==> config.mk <==
export PLATFORM = sky130hd
export DESIGN_NAME = arx_slot_rx
export DESIGN_NICKNAME = d
export VERILOG_FILES = /design/src/arx_slot_rx.v
export VERILOG_INCLUDE_DIRS = /design/src /design/src/src
export SDC_FILE = /design/constraint.sdc
export NUM_CORES = 1
export LEC_CHECK = 0
export ABC_AREA = 1
export BUFFER_PORTS_ARGS = -buffer_cell sky130_fd_sc_hd__buf_2
export CAP_MARGIN = 5
export CORE_MARGIN = 2
export CORE_UTILIZATION = 45
export CTS_BUF_LIST = sky130_fd_sc_hd__clkbuf_4
export DETAILED_ROUTE_END_ITERATION = 12
export SYNTH_ARGS = -nofsm -noshare
export SYNTH_HDL_FRONTEND = slang
export SYNTH_SLANG_ARGS = --single-unit
==> constraint.sdc <==
create_clock -name ref_clk -period 30.3 [get_ports ref_clk]
set_clock_uncertainty 0.2 [all_clocks]
set_input_delay 3.03 -clock ref_clk [delete_from_list [all_inputs] [get_ports ref_clk]]
set_output_delay 3.03 -clock ref_clk [all_outputs]
set_load 0.01 [all_outputs]
==> src/arx_slot_consts.vh <==
/*
  Constants for the receive slot configuration block: register indices,
  field positions, reset values and link sizes.
  Assumes APB byte address = register index * 4.
*/
// Behaviour
// - Start bit 8 from start-high bit 0
// - Start bits 7:0 from start-low register
// - Position counted from frame edge plus lag
// - Active level only in half-frame, single rate
// - Level 0 captures while frame clock low
// - Level 1 captures while frame clock high
// - Width 01 is 16, 10 is 24 bits
// - Width 11 is 32 bits, reset default
// - Active level resets to low
// - Double-rate bit doubles receive sample rate
// - Buffer filled only from samples started while channel enabled
`ifndef ARX_SLOT_CONSTS_VH
`define ARX_SLOT_CONSTS_VH

`define ARX_IDX_ENABLE     14'h2A01
`define ARX_IDX_CH1_LW     14'h2A02
`define ARX_IDX_CH1_STH    14'h2A03
`define ARX_IDX_CH1_STL    14'h2A04
`define ARX_IDX_CH2_LW     14'h2A05
`define ARX_IDX_CH2_STH    14'h2A06
`define ARX_IDX_CH2_STL    14'h2A07
`define ARX_IDX_CH3_LW     14'h2A08
`define ARX_IDX_CH3_STH    14'h2A09
`define ARX_IDX_CH3_STL    14'h2A0A
`define ARX_IDX_CTRL       14'h2A10
`define ARX_IDX_STATUS     14'h2A11

`define ARX_EN_DBL_BIT     0
`define ARX_EN_CH1_BIT     2
`define ARX_LW_LEVEL_BIT   6
`define ARX_LW_WIDTH_LSB   0
`define ARX_CTRL_HALF_BIT  0
`define ARX_CTRL_LAG_LSB   1
`define ARX_ST_OVF_BIT     8
`define ARX_ST_BUSY_LSB    9

`define ARX_WIDTH_RESET    2'h3
`define ARX_LEVEL_RESET    1'h0
`define ARX_START_RESET    9'h000
`define ARX_LAG_RESET      4'h0

`define ARX_NUM_CH         3
`define ARX_FIFO_WIDTH     34
`define ARX_FIFO_DEPTH     16
`define ARX_FIFO_AW        4
`define ARX_POS_MAX        9'h1FF

`endif

==> src/arx_slot_rx.v <==
/*
  Receive interface zero, channels 1 to 3: slot configuration registers on
  APB, serial capture from bit clock, frame clock and data pins, and a
  16-word FIFO for captured samples. Pins are asynchronous to ref_clk and
  the bit clock must be well below a quarter of ref_clk.
*/
// Chosen here: the APB register port.
`timescale 1ns/1ns
`include "arx_slot_consts.vh"

module arx_fifo #(
  parameter WIDTH = 34,
  parameter DEPTH = 16,
  parameter AW    = 4
) (
  // Clock and reset
  input  wire             ref_clk,
  input  wire             rst,
  // Fill side
  input  wire             inValid,
  output wire             inReady,
  input  wire [WIDTH-1:0] inData,
  // Drain side
  output reg              outValid_q,
  input  wire             outReady,
  output reg  [WIDTH-1:0] outData_q,
  // Level
  output reg  [AW:0]      count_q
);
  reg [WIDTH-1:0] mem [0:DEPTH-1];
  reg [AW-1:0]    wrPtr_q;
  reg [AW-1:0]    rdPtr_q;
  wire            push;
  wire            pop;

  assign inReady = (count_q != DEPTH[AW:0]);
  assign push    = inValid & inReady;
  // Output stage refills whenever it is empty or being taken
  assign pop     = (count_q != {(AW+1){1'b0}}) & (~outValid_q | outReady);

  always @(posedge ref_clk) begin
    if (push) begin
      mem[wrPtr_q] <= inData;
    end
  end

  always @(posedge ref_clk or posedge rst) begin
    if (rst) begin
      wrPtr_q    <= {AW{1'b0}};
      rdPtr_q    <= {AW{1'b0}};
      count_q    <= {(AW+1){1'b0}};
      outValid_q <= 1'b0;
      outData_q  <= {WIDTH{1'b0}};
    end else begin
      if (push) begin
        wrPtr_q <= wrPtr_q + 1'b1;
      end
      if (pop) begin
        rdPtr_q   <= rdPtr_q + 1'b1;
        outData_q <= mem[rdPtr_q];
      end
      if (pop) begin
        outValid_q <= 1'b1;
      end else if (outReady) begin
        outValid_q <= 1'b0;
      end
      count_q <= count_q + {{AW{1'b0}}, push} - {{AW{1'b0}}, pop};
    end
  end
endmodule

module arx_slot_rx (
  // Clock and reset
  input  wire        ref_clk,
  input  wire        rst,
  // APB slave
  input  wire        psel,
  input  wire        penable,
  input  wire        pwrite,
  input  wire [15:0] paddr,
  input  wire [31:0] pwdata,
  output reg  [31:0] prdata_q,
  output reg         pready_q,
  output reg         pslverr_q,
  // Serial pins
  input  wire        bitClk,
  input  wire        frameSelectClock,
  input  wire        serialData,
  // Sample stream
  output wire        sampleValid,
  input  wire        sampleReady,
  output wire [33:0] sampleWord
);
  // Configuration
  reg  [2:0]  chEnable_q;
  reg         doubleRateSel_q;
  reg  [2:0]  activeLevel_q;
  reg  [5:0]  sampleWidth_q;
  reg  [2:0]  startHigh_q;
  reg  [23:0] startLow_q;
  reg         halfFrameModeSel_q;
  reg  [3:0]  phaseLag_q;
  reg         overflow_q;
  // Pin synchronisers and edge history
  reg  [1:0]  bclkSync_q;
  reg  [1:0]  fclkSync_q;
  reg  [1:0]  dataSync_q;
  reg         bclkPrev_q;
  reg         fclkPrev_q;
  // Slot position
  reg  [8:0]  bitCnt_q;
  reg  [3:0]  lagRem_q;
  // Per-channel capture
  reg  [31:0] shift_q [0:2];
  reg  [31:0] hold_q [0:2];
  reg  [5:0]  got_q [0:2];
  reg  [2:0]  busy_q;
  reg  [2:0]  pend_q;
  reg  [1:0]  pushCh;
  reg  [31:0] rdMux;
  reg         rdHit;
  wire [4:0]  fifoCount;
  wire        fifoReady;
  wire        bitTick;
  wire        frameEdge;
  wire        sofEdge;
  wire        levelGate;
  wire [3:0]  lagNow;
  wire [8:0]  posNow;
  wire        bitValid;
  wire        apbSetup;
  wire        apbWrite;
  wire [13:0] regIdx;
  wire        idxAligned;
  wire        pushAny;
  integer     i;

  // Sample length in bits for a width code
  function [5:0] widthBits;
    input [1:0] code;
    begin
      case (code)
        2'h0:    widthBits = 6'h08;
        2'h1:    widthBits = 6'h10;
        2'h2:    widthBits = 6'h18;
        default: widthBits = 6'h20;
      endcase
    end
  endfunction

  // Level and width register image
  function [31:0] levelWidthImage;
    input       level;
    input [1:0] width;
    begin
      levelWidthImage = 32'h0000_0000;
      levelWidthImage[`ARX_LW_LEVEL_BIT] = level;
      levelWidthImage[`ARX_LW_WIDTH_LSB +: 2] = width;
    end
  endfunction

  assign regIdx     = paddr[15:2];
  assign idxAligned = (paddr[1:0] == 2'h0);
  assign apbSetup   = psel & ~penable;
  assign apbWrite   = psel & penable & pready_q & pwrite & ~pslverr_q;

  always @* begin
    rdMux = 32'h0000_0000;
    rdHit = idxAligned;
    case (regIdx)
      `ARX_IDX_ENABLE: begin
        rdMux[`ARX_EN_DBL_BIT] = doubleRateSel_q;
        rdMux[`ARX_EN_CH1_BIT +: 3] = chEnable_q;
      end
      `ARX_IDX_CH1_LW:  rdMux = levelWidthImage(activeLevel_q[0], sampleWidth_q[1:0]);
      `ARX_IDX_CH2_LW:  rdMux = levelWidthImage(activeLevel_q[1], sampleWidth_q[3:2]);
      `ARX_IDX_CH3_LW:  rdMux = levelWidthImage(activeLevel_q[2], sampleWidth_q[5:4]);
      `ARX_IDX_CH1_STH: rdMux[0] = startHigh_q[0];
      `ARX_IDX_CH2_STH: rdMux[0] = startHigh_q[1];
      `ARX_IDX_CH3_STH: rdMux[0] = startHigh_q[2];
      `ARX_IDX_CH1_STL: rdMux[7:0] = startLow_q[7:0];
      `ARX_IDX_CH2_STL: rdMux[7:0] = startLow_q[15:8];
      `ARX_IDX_CH3_STL: rdMux[7:0] = startLow_q[23:16];
      `ARX_IDX_CTRL: begin
        rdMux[`ARX_CTRL_HALF_BIT] = halfFrameModeSel_q;
        rdMux[`ARX_CTRL_LAG_LSB +: 4] = phaseLag_q;
      end
      `ARX_IDX_STATUS: begin
        rdMux[4:0] = fifoCount;
        rdMux[`ARX_ST_OVF_BIT] = overflow_q;
        rdMux[`ARX_ST_BUSY_LSB +: 3] = busy_q;
      end
      default: rdHit = 1'b0;
    endcase
  end

  // Registered answer: one access cycle, error on unmapped word
  always @(posedge ref_clk or posedge rst) begin
    if (rst) begin
      prdata_q  <= 32'h0000_0000;
      pready_q  <= 1'b0;
      pslverr_q <= 1'b0;
    end else begin
      pready_q  <= apbSetup;
      pslverr_q <= apbSetup & ~rdHit;
      if (apbSetup) begin
        prdata_q <= rdHit & ~pwrite ? rdMux : 32'h0000_0000;
      end
    end
  end

  always @(posedge ref_clk or posedge rst) begin
    if (rst) begin
      chEnable_q         <= 3'h0;
      doubleRateSel_q    <= 1'b0;
      activeLevel_q      <= {3{`ARX_LEVEL_RESET}};
      sampleWidth_q      <= {3{`ARX_WIDTH_RESET}};
      startHigh_q        <= 3'h0;
      startLow_q         <= 24'h00_0000;
      halfFrameModeSel_q <= 1'b0;
      phaseLag_q         <= `ARX_LAG_RESET;
    end else if (apbWrite) begin
      case (regIdx)
        `ARX_IDX_ENABLE: begin
          doubleRateSel_q <= pwdata[`ARX_EN_DBL_BIT];
          chEnable_q      <= pwdata[`ARX_EN_CH1_BIT +: 3];
        end
        `ARX_IDX_CH1_LW: begin
          activeLevel_q[0]   <= pwdata[`ARX_LW_LEVEL_BIT];
          sampleWidth_q[1:0] <= pwdata[`ARX_LW_WIDTH_LSB +: 2];
        end
        `ARX_IDX_CH2_LW: begin
          activeLevel_q[1]   <= pwdata[`ARX_LW_LEVEL_BIT];
          sampleWidth_q[3:2] <= pwdata[`ARX_LW_WIDTH_LSB +: 2];
        end
        `ARX_IDX_CH3_LW: begin
          activeLevel_q[2]   <= pwdata[`ARX_LW_LEVEL_BIT];
          sampleWidth_q[5:4] <= pwdata[`ARX_LW_WIDTH_LSB +: 2];
        end
        // start bit 8 lives in bit 0
        `ARX_IDX_CH1_STH: startHigh_q[0] <= pwdata[0];
        `ARX_IDX_CH2_STH: startHigh_q[1] <= pwdata[0];
        `ARX_IDX_CH3_STH: startHigh_q[2] <= pwdata[0];
        `ARX_IDX_CH1_STL: startLow_q[7:0]   <= pwdata[7:0];
        `ARX_IDX_CH2_STL: startLow_q[15:8]  <= pwdata[7:0];
        `ARX_IDX_CH3_STL: startLow_q[23:16] <= pwdata[7:0];
        `ARX_IDX_CTRL: begin
          halfFrameModeSel_q <= pwdata[`ARX_CTRL_HALF_BIT];
          phaseLag_q         <= pwdata[`ARX_CTRL_LAG_LSB +: 4];
        end
        default: begin
        end
      endcase
    end
  end

  // Two flops per pin before any logic looks at them
  always @(posedge ref_clk or posedge rst) begin
    if (rst) begin
      bclkSync_q <= 2'h0;
      fclkSync_q <= 2'h0;
      dataSync_q <= 2'h0;
      bclkPrev_q <= 1'b0;
    end else begin
      bclkSync_q <= {bclkSync_q[0], bitClk};
      fclkSync_q <= {fclkSync_q[0], frameSelectClock};
      dataSync_q <= {dataSync_q[0], serialData};
      bclkPrev_q <= bclkSync_q[1];
    end
  end

  assign bitTick   = bclkSync_q[1] & ~bclkPrev_q;
  assign frameEdge = fclkSync_q[1] ^ fclkPrev_q;
  // double rate starts a frame on both edges
  assign sofEdge   = frameEdge & (fclkSync_q[1] | halfFrameModeSel_q | doubleRateSel_q);
  // level honoured only in half-frame at single rate
  assign levelGate = halfFrameModeSel_q & ~doubleRateSel_q;
  // position from frame edge after lag
  assign lagNow    = sofEdge ? phaseLag_q : lagRem_q;
  assign posNow    = sofEdge ? `ARX_START_RESET : bitCnt_q;
  assign bitValid  = (lagNow == 4'h0);
  assign pushAny   = |pend_q;

  always @* begin
    if (pend_q[0]) begin
      pushCh = 2'h0;
    end else if (pend_q[1]) begin
      pushCh = 2'h1;
    end else begin
      pushCh = 2'h2;
    end
  end

  always @(posedge ref_clk or posedge rst) begin
    if (rst) begin
      fclkPrev_q <= 1'b0;
      bitCnt_q   <= `ARX_START_RESET;
      lagRem_q   <= `ARX_LAG_RESET;
      busy_q     <= 3'h0;
      pend_q     <= 3'h0;
      overflow_q <= 1'b0;
      for (i = 0; i < `ARX_NUM_CH; i = i + 1) begin
        shift_q[i] <= 32'h0000_0000;
        hold_q[i]  <= 32'h0000_0000;
        got_q[i]   <= 6'h00;
      end
    end else begin
      if (pushAny) begin
        pend_q[pushCh] <= 1'b0;
      end
      // Clear by writing one; a new overflow in that cycle wins
      if (apbWrite && regIdx == `ARX_IDX_STATUS && pwdata[`ARX_ST_OVF_BIT]) begin
        overflow_q <= 1'b0;
      end
      if (pushAny && !fifoReady) begin
        overflow_q <= 1'b1;
      end
      if (bitTick) begin
        fclkPrev_q <= fclkSync_q[1];
        if (bitValid) begin
          lagRem_q <= 4'h0;
          bitCnt_q <= (posNow == `ARX_POS_MAX) ? posNow : posNow + 9'h001;
        end else begin
          lagRem_q <= lagNow - 4'h1;
          bitCnt_q <= posNow;
        end
        for (i = 0; i < `ARX_NUM_CH; i = i + 1) begin
          if (sofEdge) begin
            // A sample cut by a new frame is discarded
            busy_q[i] <= 1'b0;
          end
          if (bitValid && (busy_q[i] && !sofEdge)) begin
            shift_q[i] <= {shift_q[i][30:0], dataSync_q[1]};
            got_q[i]   <= got_q[i] + 6'h01;
            if (got_q[i] + 6'h01 == widthBits(sampleWidth_q[2*i +: 2])) begin
              busy_q[i] <= 1'b0;
              hold_q[i] <= {shift_q[i][30:0], dataSync_q[1]};
              pend_q[i] <= 1'b1;
              if (pend_q[i]) begin
                overflow_q <= 1'b1;
              end
            end
          end else if (bitValid && chEnable_q[i] && !(busy_q[i] && !sofEdge) &&
                       posNow == {startHigh_q[i], startLow_q[8*i +: 8]} &&
                       (!levelGate || fclkSync_q[1] == activeLevel_q[i])) begin
            shift_q[i] <= {31'h0000_0000, dataSync_q[1]};
            got_q[i]   <= 6'h01;
            busy_q[i]  <= 1'b1;
          end
        end
      end
    end
  end

  arx_fifo #(
    .WIDTH (`ARX_FIFO_WIDTH),
    .DEPTH (`ARX_FIFO_DEPTH),
    .AW    (`ARX_FIFO_AW)
  ) u_fifo (
    .ref_clk    (ref_clk),
    .rst        (rst),
    .inValid    (pushAny),
    .inReady    (fifoReady),
    .inData     ({pushCh, hold_q[pushCh]}),
    .outValid_q (sampleValid),
    .outReady   (sampleReady),
    .outData_q  (sampleWord),
    .count_q    (fifoCount)
  );
endmodule

# Word-level counts from Yosys, hierarchy flattened
# Memories as Yosys holds them, arrays and structs flattened. A register that Yosys moved wholly into a read port is not among the register bits.
# Index checks and enable logic that the tools add are counted.
# classes
reduce_logical	60
eq_ne	29
n_bitwise	26
magnitude_cmp	3
mux	76
n_addsub	9
# ops
op	count
31-bit two-way mux	6
14-bit == test (second input constant)	12
6-bit two-way mux	12
32-bit binary-select mux with 2-bit select	1
32-bit two-way mux	2
6-bit one-hot mux with 3 select lines	3
1-bit two-way mux	36
3-bit one-hot mux with 6 select lines	2
2-bit AND reduction	14
9-bit == test	3
9-bit two-way mux	3
1-bit logical AND	22
6-bit by 1-bit adder with 6-bit output (second input constant)	3
6-bit == test	3
1-bit AND	12
12-bit two-way mux	1
4-bit two-way mux	3
1-bit one-hot mux with 12 select lines	1
12-bit OR reduction	1
9-bit by 1-bit adder with 9-bit output (second input constant)	1
9-bit == test (second input constant)	1
3-bit AND reduction	3
4-bit by 1-bit adder with 4-bit output (second input constant)	2
2-bit logical NOT	4
other kinds (26)	52
# totals
memories	1
regBits	328
wordCells	246
mem_bits_rw	544
output_inout_bits	69
# memory_table
memory	words	word_bits	rd	rd_clocked_by_memory_dff	write_ports	line	source
u_fifo.mem	16	34	1	1	1	arx_slot_rx.v:30	reg [WIDTH-1:0] mem [0:DEPTH-1];

# Depth between registers and ports, before layout
# depth
ltp_word	18
ltp_mapped	17
ltp_nobuf	15

# Hierarchy
# Synthesis repeated with hierarchy kept, for this count alone.
# unflattened
hier_cells	3843
area_unflattened_um2	37820.0
# by_module_without_submodules
module	instances	area_each_um2	seq_area_each_um2	cells_each
arx_fifo	1	23650.2	17536.8	2010
arx_slot_rx	1	14169.8	7364.6	1833

# Worst setup path after synthesis
# Ideal clock, no wire load.
# synth_path
path_kind	input port to flip-flop
from	in sampleReady
to	reg u_fifo.count_q[4]
setup_ns	0.079
path_stages	12
path_buffers	1
arrival_ns	4.891
t_required_ns	30.021
slack_ns	25.130
path_cell_list	inv_1 > nand2_1 > nand2_1 > inv_2 > clkbuf_1 > ha_1 > inv_1 > ha_1 > inv_1 > fa_1 > o21ai_0 > xor2_1
# synth_between
elab_chain_cells	3
# synth_lines
item	line	source
from (decl)	arx_slot_rx.v:91	input wire sampleReady,
1-bit OR	arx_slot_rx.v:39	assign pop = (count_q != {(AW+1){1'b0}}) & (~outValid_q | outReady);
1-bit AND	arx_slot_rx.v:39	
named net u_fifo.pop	arx_slot_rx.v:34	wire pop;
5-bit by 1-bit subtractor with 5-bit output	arx_slot_rx.v:67	count_q <= count_q + {{AW{1'b0}}, push} - {{AW{1'b0}}, pop};
to (signal assigned)	arx_slot_rx.v:51	count_q <= {(AW+1){1'b0}};
to (signal assigned)	arx_slot_rx.v:67	
to (decl)	arx_slot_rx.v:28	output reg [AW:0] count_q
# The timed path passes the listed nets, and every way through them passes these cells.
# A chain may end at the register's enable or synchronous reset.

# Worst setup path in the final report
# layout_path
from	reg u_fifo.outData_q[10] (read register of u_fifo.mem)
to	out sampleWord[10]
# layout_rtl
item	line	source
from (decl)	arx_slot_rx.v:26	output reg [WIDTH-1:0] outData_q,
to (decl)	arx_slot_rx.v:92	output wire [33:0] sampleWord
# No word-level cell between the ends.

==> flow_metrics.py <==
metrics = {
    "logic_synthesis": {
        "synth.distinct_cells": 40,
        "synthArstFlopShare": 0.386,
        "yosysSeqAreaShare": 0.674,
        "yosysWarnings": 0,
        "syn_area_mm2": 0.0370,
        "ys_seq_elements": 886,
        "synth_edf_count": 544,
        "ys.flop_type": "edfxtp_1",
        "synth_compound_area_frac": 0.0988,
        "synthMuxAreaShare": 0,
        "synth_top_family_by_area": "simple AND/OR/NAND/NOR gates",
        "synth-xor-area-share": 0.00450,
        "synth_largest_area_cell": "edfxtp_1",
        "ys_top_cells_by_count": "nand2_1, edfxtp_1, nor2_1, o21ai_0, dfrtp_1",
        "synth_cells": 3480,
        "yosys-top-cells-area": "edfxtp_1, dfrtp_1, nand2_1",
        "synth_top_area_frac": 0.442,
        "synthAdderAreaFrac": 0.00867,
        "synthSimpleGateAreaFrac": 0.173,
        "synth_most_common_cell": "nand2_1",
        "synth.avg_cell_area_um2": 10.6,
    },
    "timing": {
        "rsz0062_at_grt": "no",
        "worst_pin_slew_ps": 1080,
        "max_slew_margin": 0.277,
        "finalCriticalPeriod_ps": 4950,
        "report.final.hold_viol_count": 0,
        "fin_setup_tns_ps": 0,
        "slew_viol_final": 0,
        "fmax_mhz": 202,
        "period_share": 0.163,
        "setup_viol": 0,
    },
    "clocking": {
        "cts_inserted_buffers": 220,
        "cts_setup_buffers": 0,
        "htreeDepth": 4,
        "hold_buffers": 0,
        "ctsResizeCount": 0,
        "clk_pin_slew_worst_paths_ps": 70,
        "cts-root-buf": "clkbuf_4",
        "insertion_delay_ps": 1100,
        "cts_tree": "built",
        "clock-sinks": 886,
        "clk_path_buf_depth": 3,
    },
    "finish": {
        "fin_util": 0.503,
        "drive_gt1_frac": 0.137,
        "areaGrowthSynthToFinish_pct": 11.1,
        "n_fill_cell": 7561,
        "nets": 3707,
    },
    "die": {
        "die_w_um": 291,
        "dieArea_mm2": 0.0844,
        "die_y_um": 291,
        "row_count": 105,
        "floorplan.initialDensity": 0.452,
        "core_area_mm2": 0.0817,
        "io_pins": 126,
    },
    "route": {
        "drtAntennaViolNets": 0,
        "wire_per_inst_um": 19.3,
        "vias_per_cell": 5.39,
        "drc": 0,
        "drt-pass1-iter-count": 5,
        "dr_total_vias": 26300,
        "wirelength_um": 94200,
        "drt_iter0_drc": 1974,
    },
    "place": {
        "hpwl_um": 50400,
        "gp_congestion": 0.880,
        "io_buffers": 82,
    },
    "grt": {
        "grt_max_degree": 195,
        "grt_usage": 0.225,
        "gr-total-overflow": 0,
        "grt_pass1_vias": 25800,
        "grt_antenna_before_repair": 3,
        "grt_pass1_wl_um": 147000,
    },
    "pwr": {
        "power.leakage_nw": 15.4,
        "powerDensity_mw_per_mm2": 71.5,
        "ir_drop_uv": 119,
    },
    "critical_path": {
        "slowest_stage": "dfrtp_1",
        "slowest_delay_ps": 470,
        "worstPathArrival_ps": 1720,
        "reg2reg_slack_ps": 26290,
        "crit_fanout": 2,
        "worst_setup_path_start_kind": "flip-flop",
        "worstPathCellList": "buf_2",
        "critical_path_class": "reg2out",
        "worstPathRequired_ps": 27070,
        "crit_family": "flip-flops",
        "worstSetupEndpointType": "output pin",
        "path_buf_inv": 1,
    },
    "flow_run": {
        "maxCapViolations": 0,
    },
    "status": {
        "status": "complete, no violations",
    },
    "min_path": {
        "hp-class": "reg2reg",
    },
}
[placed cells by master (no fill, tap or decap), drive strengths merged]
master,instances
clkinvlp,2
dfstp,6
nand3b,7
a31oi,32
conb,20
o211ai,4
nor4,2
diode,7
clkbuf,326
and2,1
buf,121
a22oi,1
nand4,18
xnor2,5
a21oi,8
xor2,14
o221ai,89
o21ai,432
o22ai,68
clkinv,68
nor2,467
ha,24
bufinv,3
edfxtp,544
o31ai,1
dfrtp,336
nand3,272
nor3,3
fa,1
inv,131
nand2,794
[flip-flops by register name (all words and copies together) (netlist names), 4 cells and up]
name / cells
u_fifo.mem: 544
hold_q: 96
shift_q: 93
u_fifo.outData_q: 34
startLow_q: 24
got_q: 18
prdata_q: 12
bitCnt_q: 9
sampleWidth_q: 6
u_fifo.count_q: 5
lagRem_q: 4
phaseLag_q: 4
u_fifo.rdPtr_q: 4
u_fifo.wrPtr_q: 4
[cell families after synthesis]
logic type,Yosys count
AND/OR/NAND/NOR,1564
flip-flops,886
AO/OA/AOI/OAI,635
buffers and inverters,350
adder cells (fa/ha/maj),25
XOR/XNOR,19
other,1
[stage by stage]
| stage | std cells | hold WS [ps] | instance area [um2] | power, W | setup WS (ps) |
|---|---|---|---|---|---|
| 3_5_place_dp | 4473 | 136 | 38200 | 0.00197 | 24470 |
| 6_report | 4877 | 148 | 41100 | 0.00294 | 25350 |
| 5_1_grt | 4877 | 157 | 41100 | 0.00309 | 25220 |
| 2_1_floorplan | 3499 | 131 | 37000 | 0.00177 | 17600 |
| 3_3_place_gp | 4473 | 134 | 38200 | 0.00196 | 24490 |
| 4_1_cts | 4870 | 150 | 41100 | 0.00296 | 25260 |
[final timing paths]
check                                     startpoint           endpoint  cells past startpoint
worst min-delay path                   fclkSync_q[0]      fclkSync_q[1]                      0
min in group asynchronous                        rst  u_fifo.rdPtr_q[2]                      2
max in group asynchronous                        rst         hold_q[77]                      4
worst min register to register         fclkSync_q[0]      fclkSync_q[1]                      0
worst max register to register         fclkSync_q[1]         hold_q[14]                     13
worst max-delay path            u_fifo.outData_q[10]     sampleWord[10]                      1
[per-layer routing]
layer  routed length (um)  vias to the layer above  track usage
met5                    0                        -            0
met4                 2080                        0       0.0758
met3                 5350                      152       0.0473
met2                45400                      762        0.368
met1                41400                    12900        0.299
li1                     -                    12500            -
[power breakdown]
group / switching [W] / internal [W] / total [W] / leakage (nW)
logic: 0.000401 / 0.000163 / 0.000564 / 5.30
clock network: 0.000477 / 0.000516 / 0.000993 / 1.67
registers: 0.0000741 / 0.00130 / 0.00138 / 8.41
total: 0.000952 / 0.00198 / 0.00294 / 15.4
[area by class of cell]
| cell class | instances | area, um2 | share of cell area |
|---|---|---|---|
| timing repair buffer | 121 | 728 | 0.0177 |
| clock buffer | 326 | 2450 | 0.0596 |
| sequential | 886 | 24900 | 0.606 |
| multi-input combinational | 2263 | 10700 | 0.262 |
| inverter | 133 | 517 | 0.0126 |
| tap | 1070 | 1340 | 0.0326 |
| antenna | 7 | 17.5 | 0.000426 |
| clock inverter | 71 | 372 | 0.00905 |
Power figures use the tool's default switching activity.
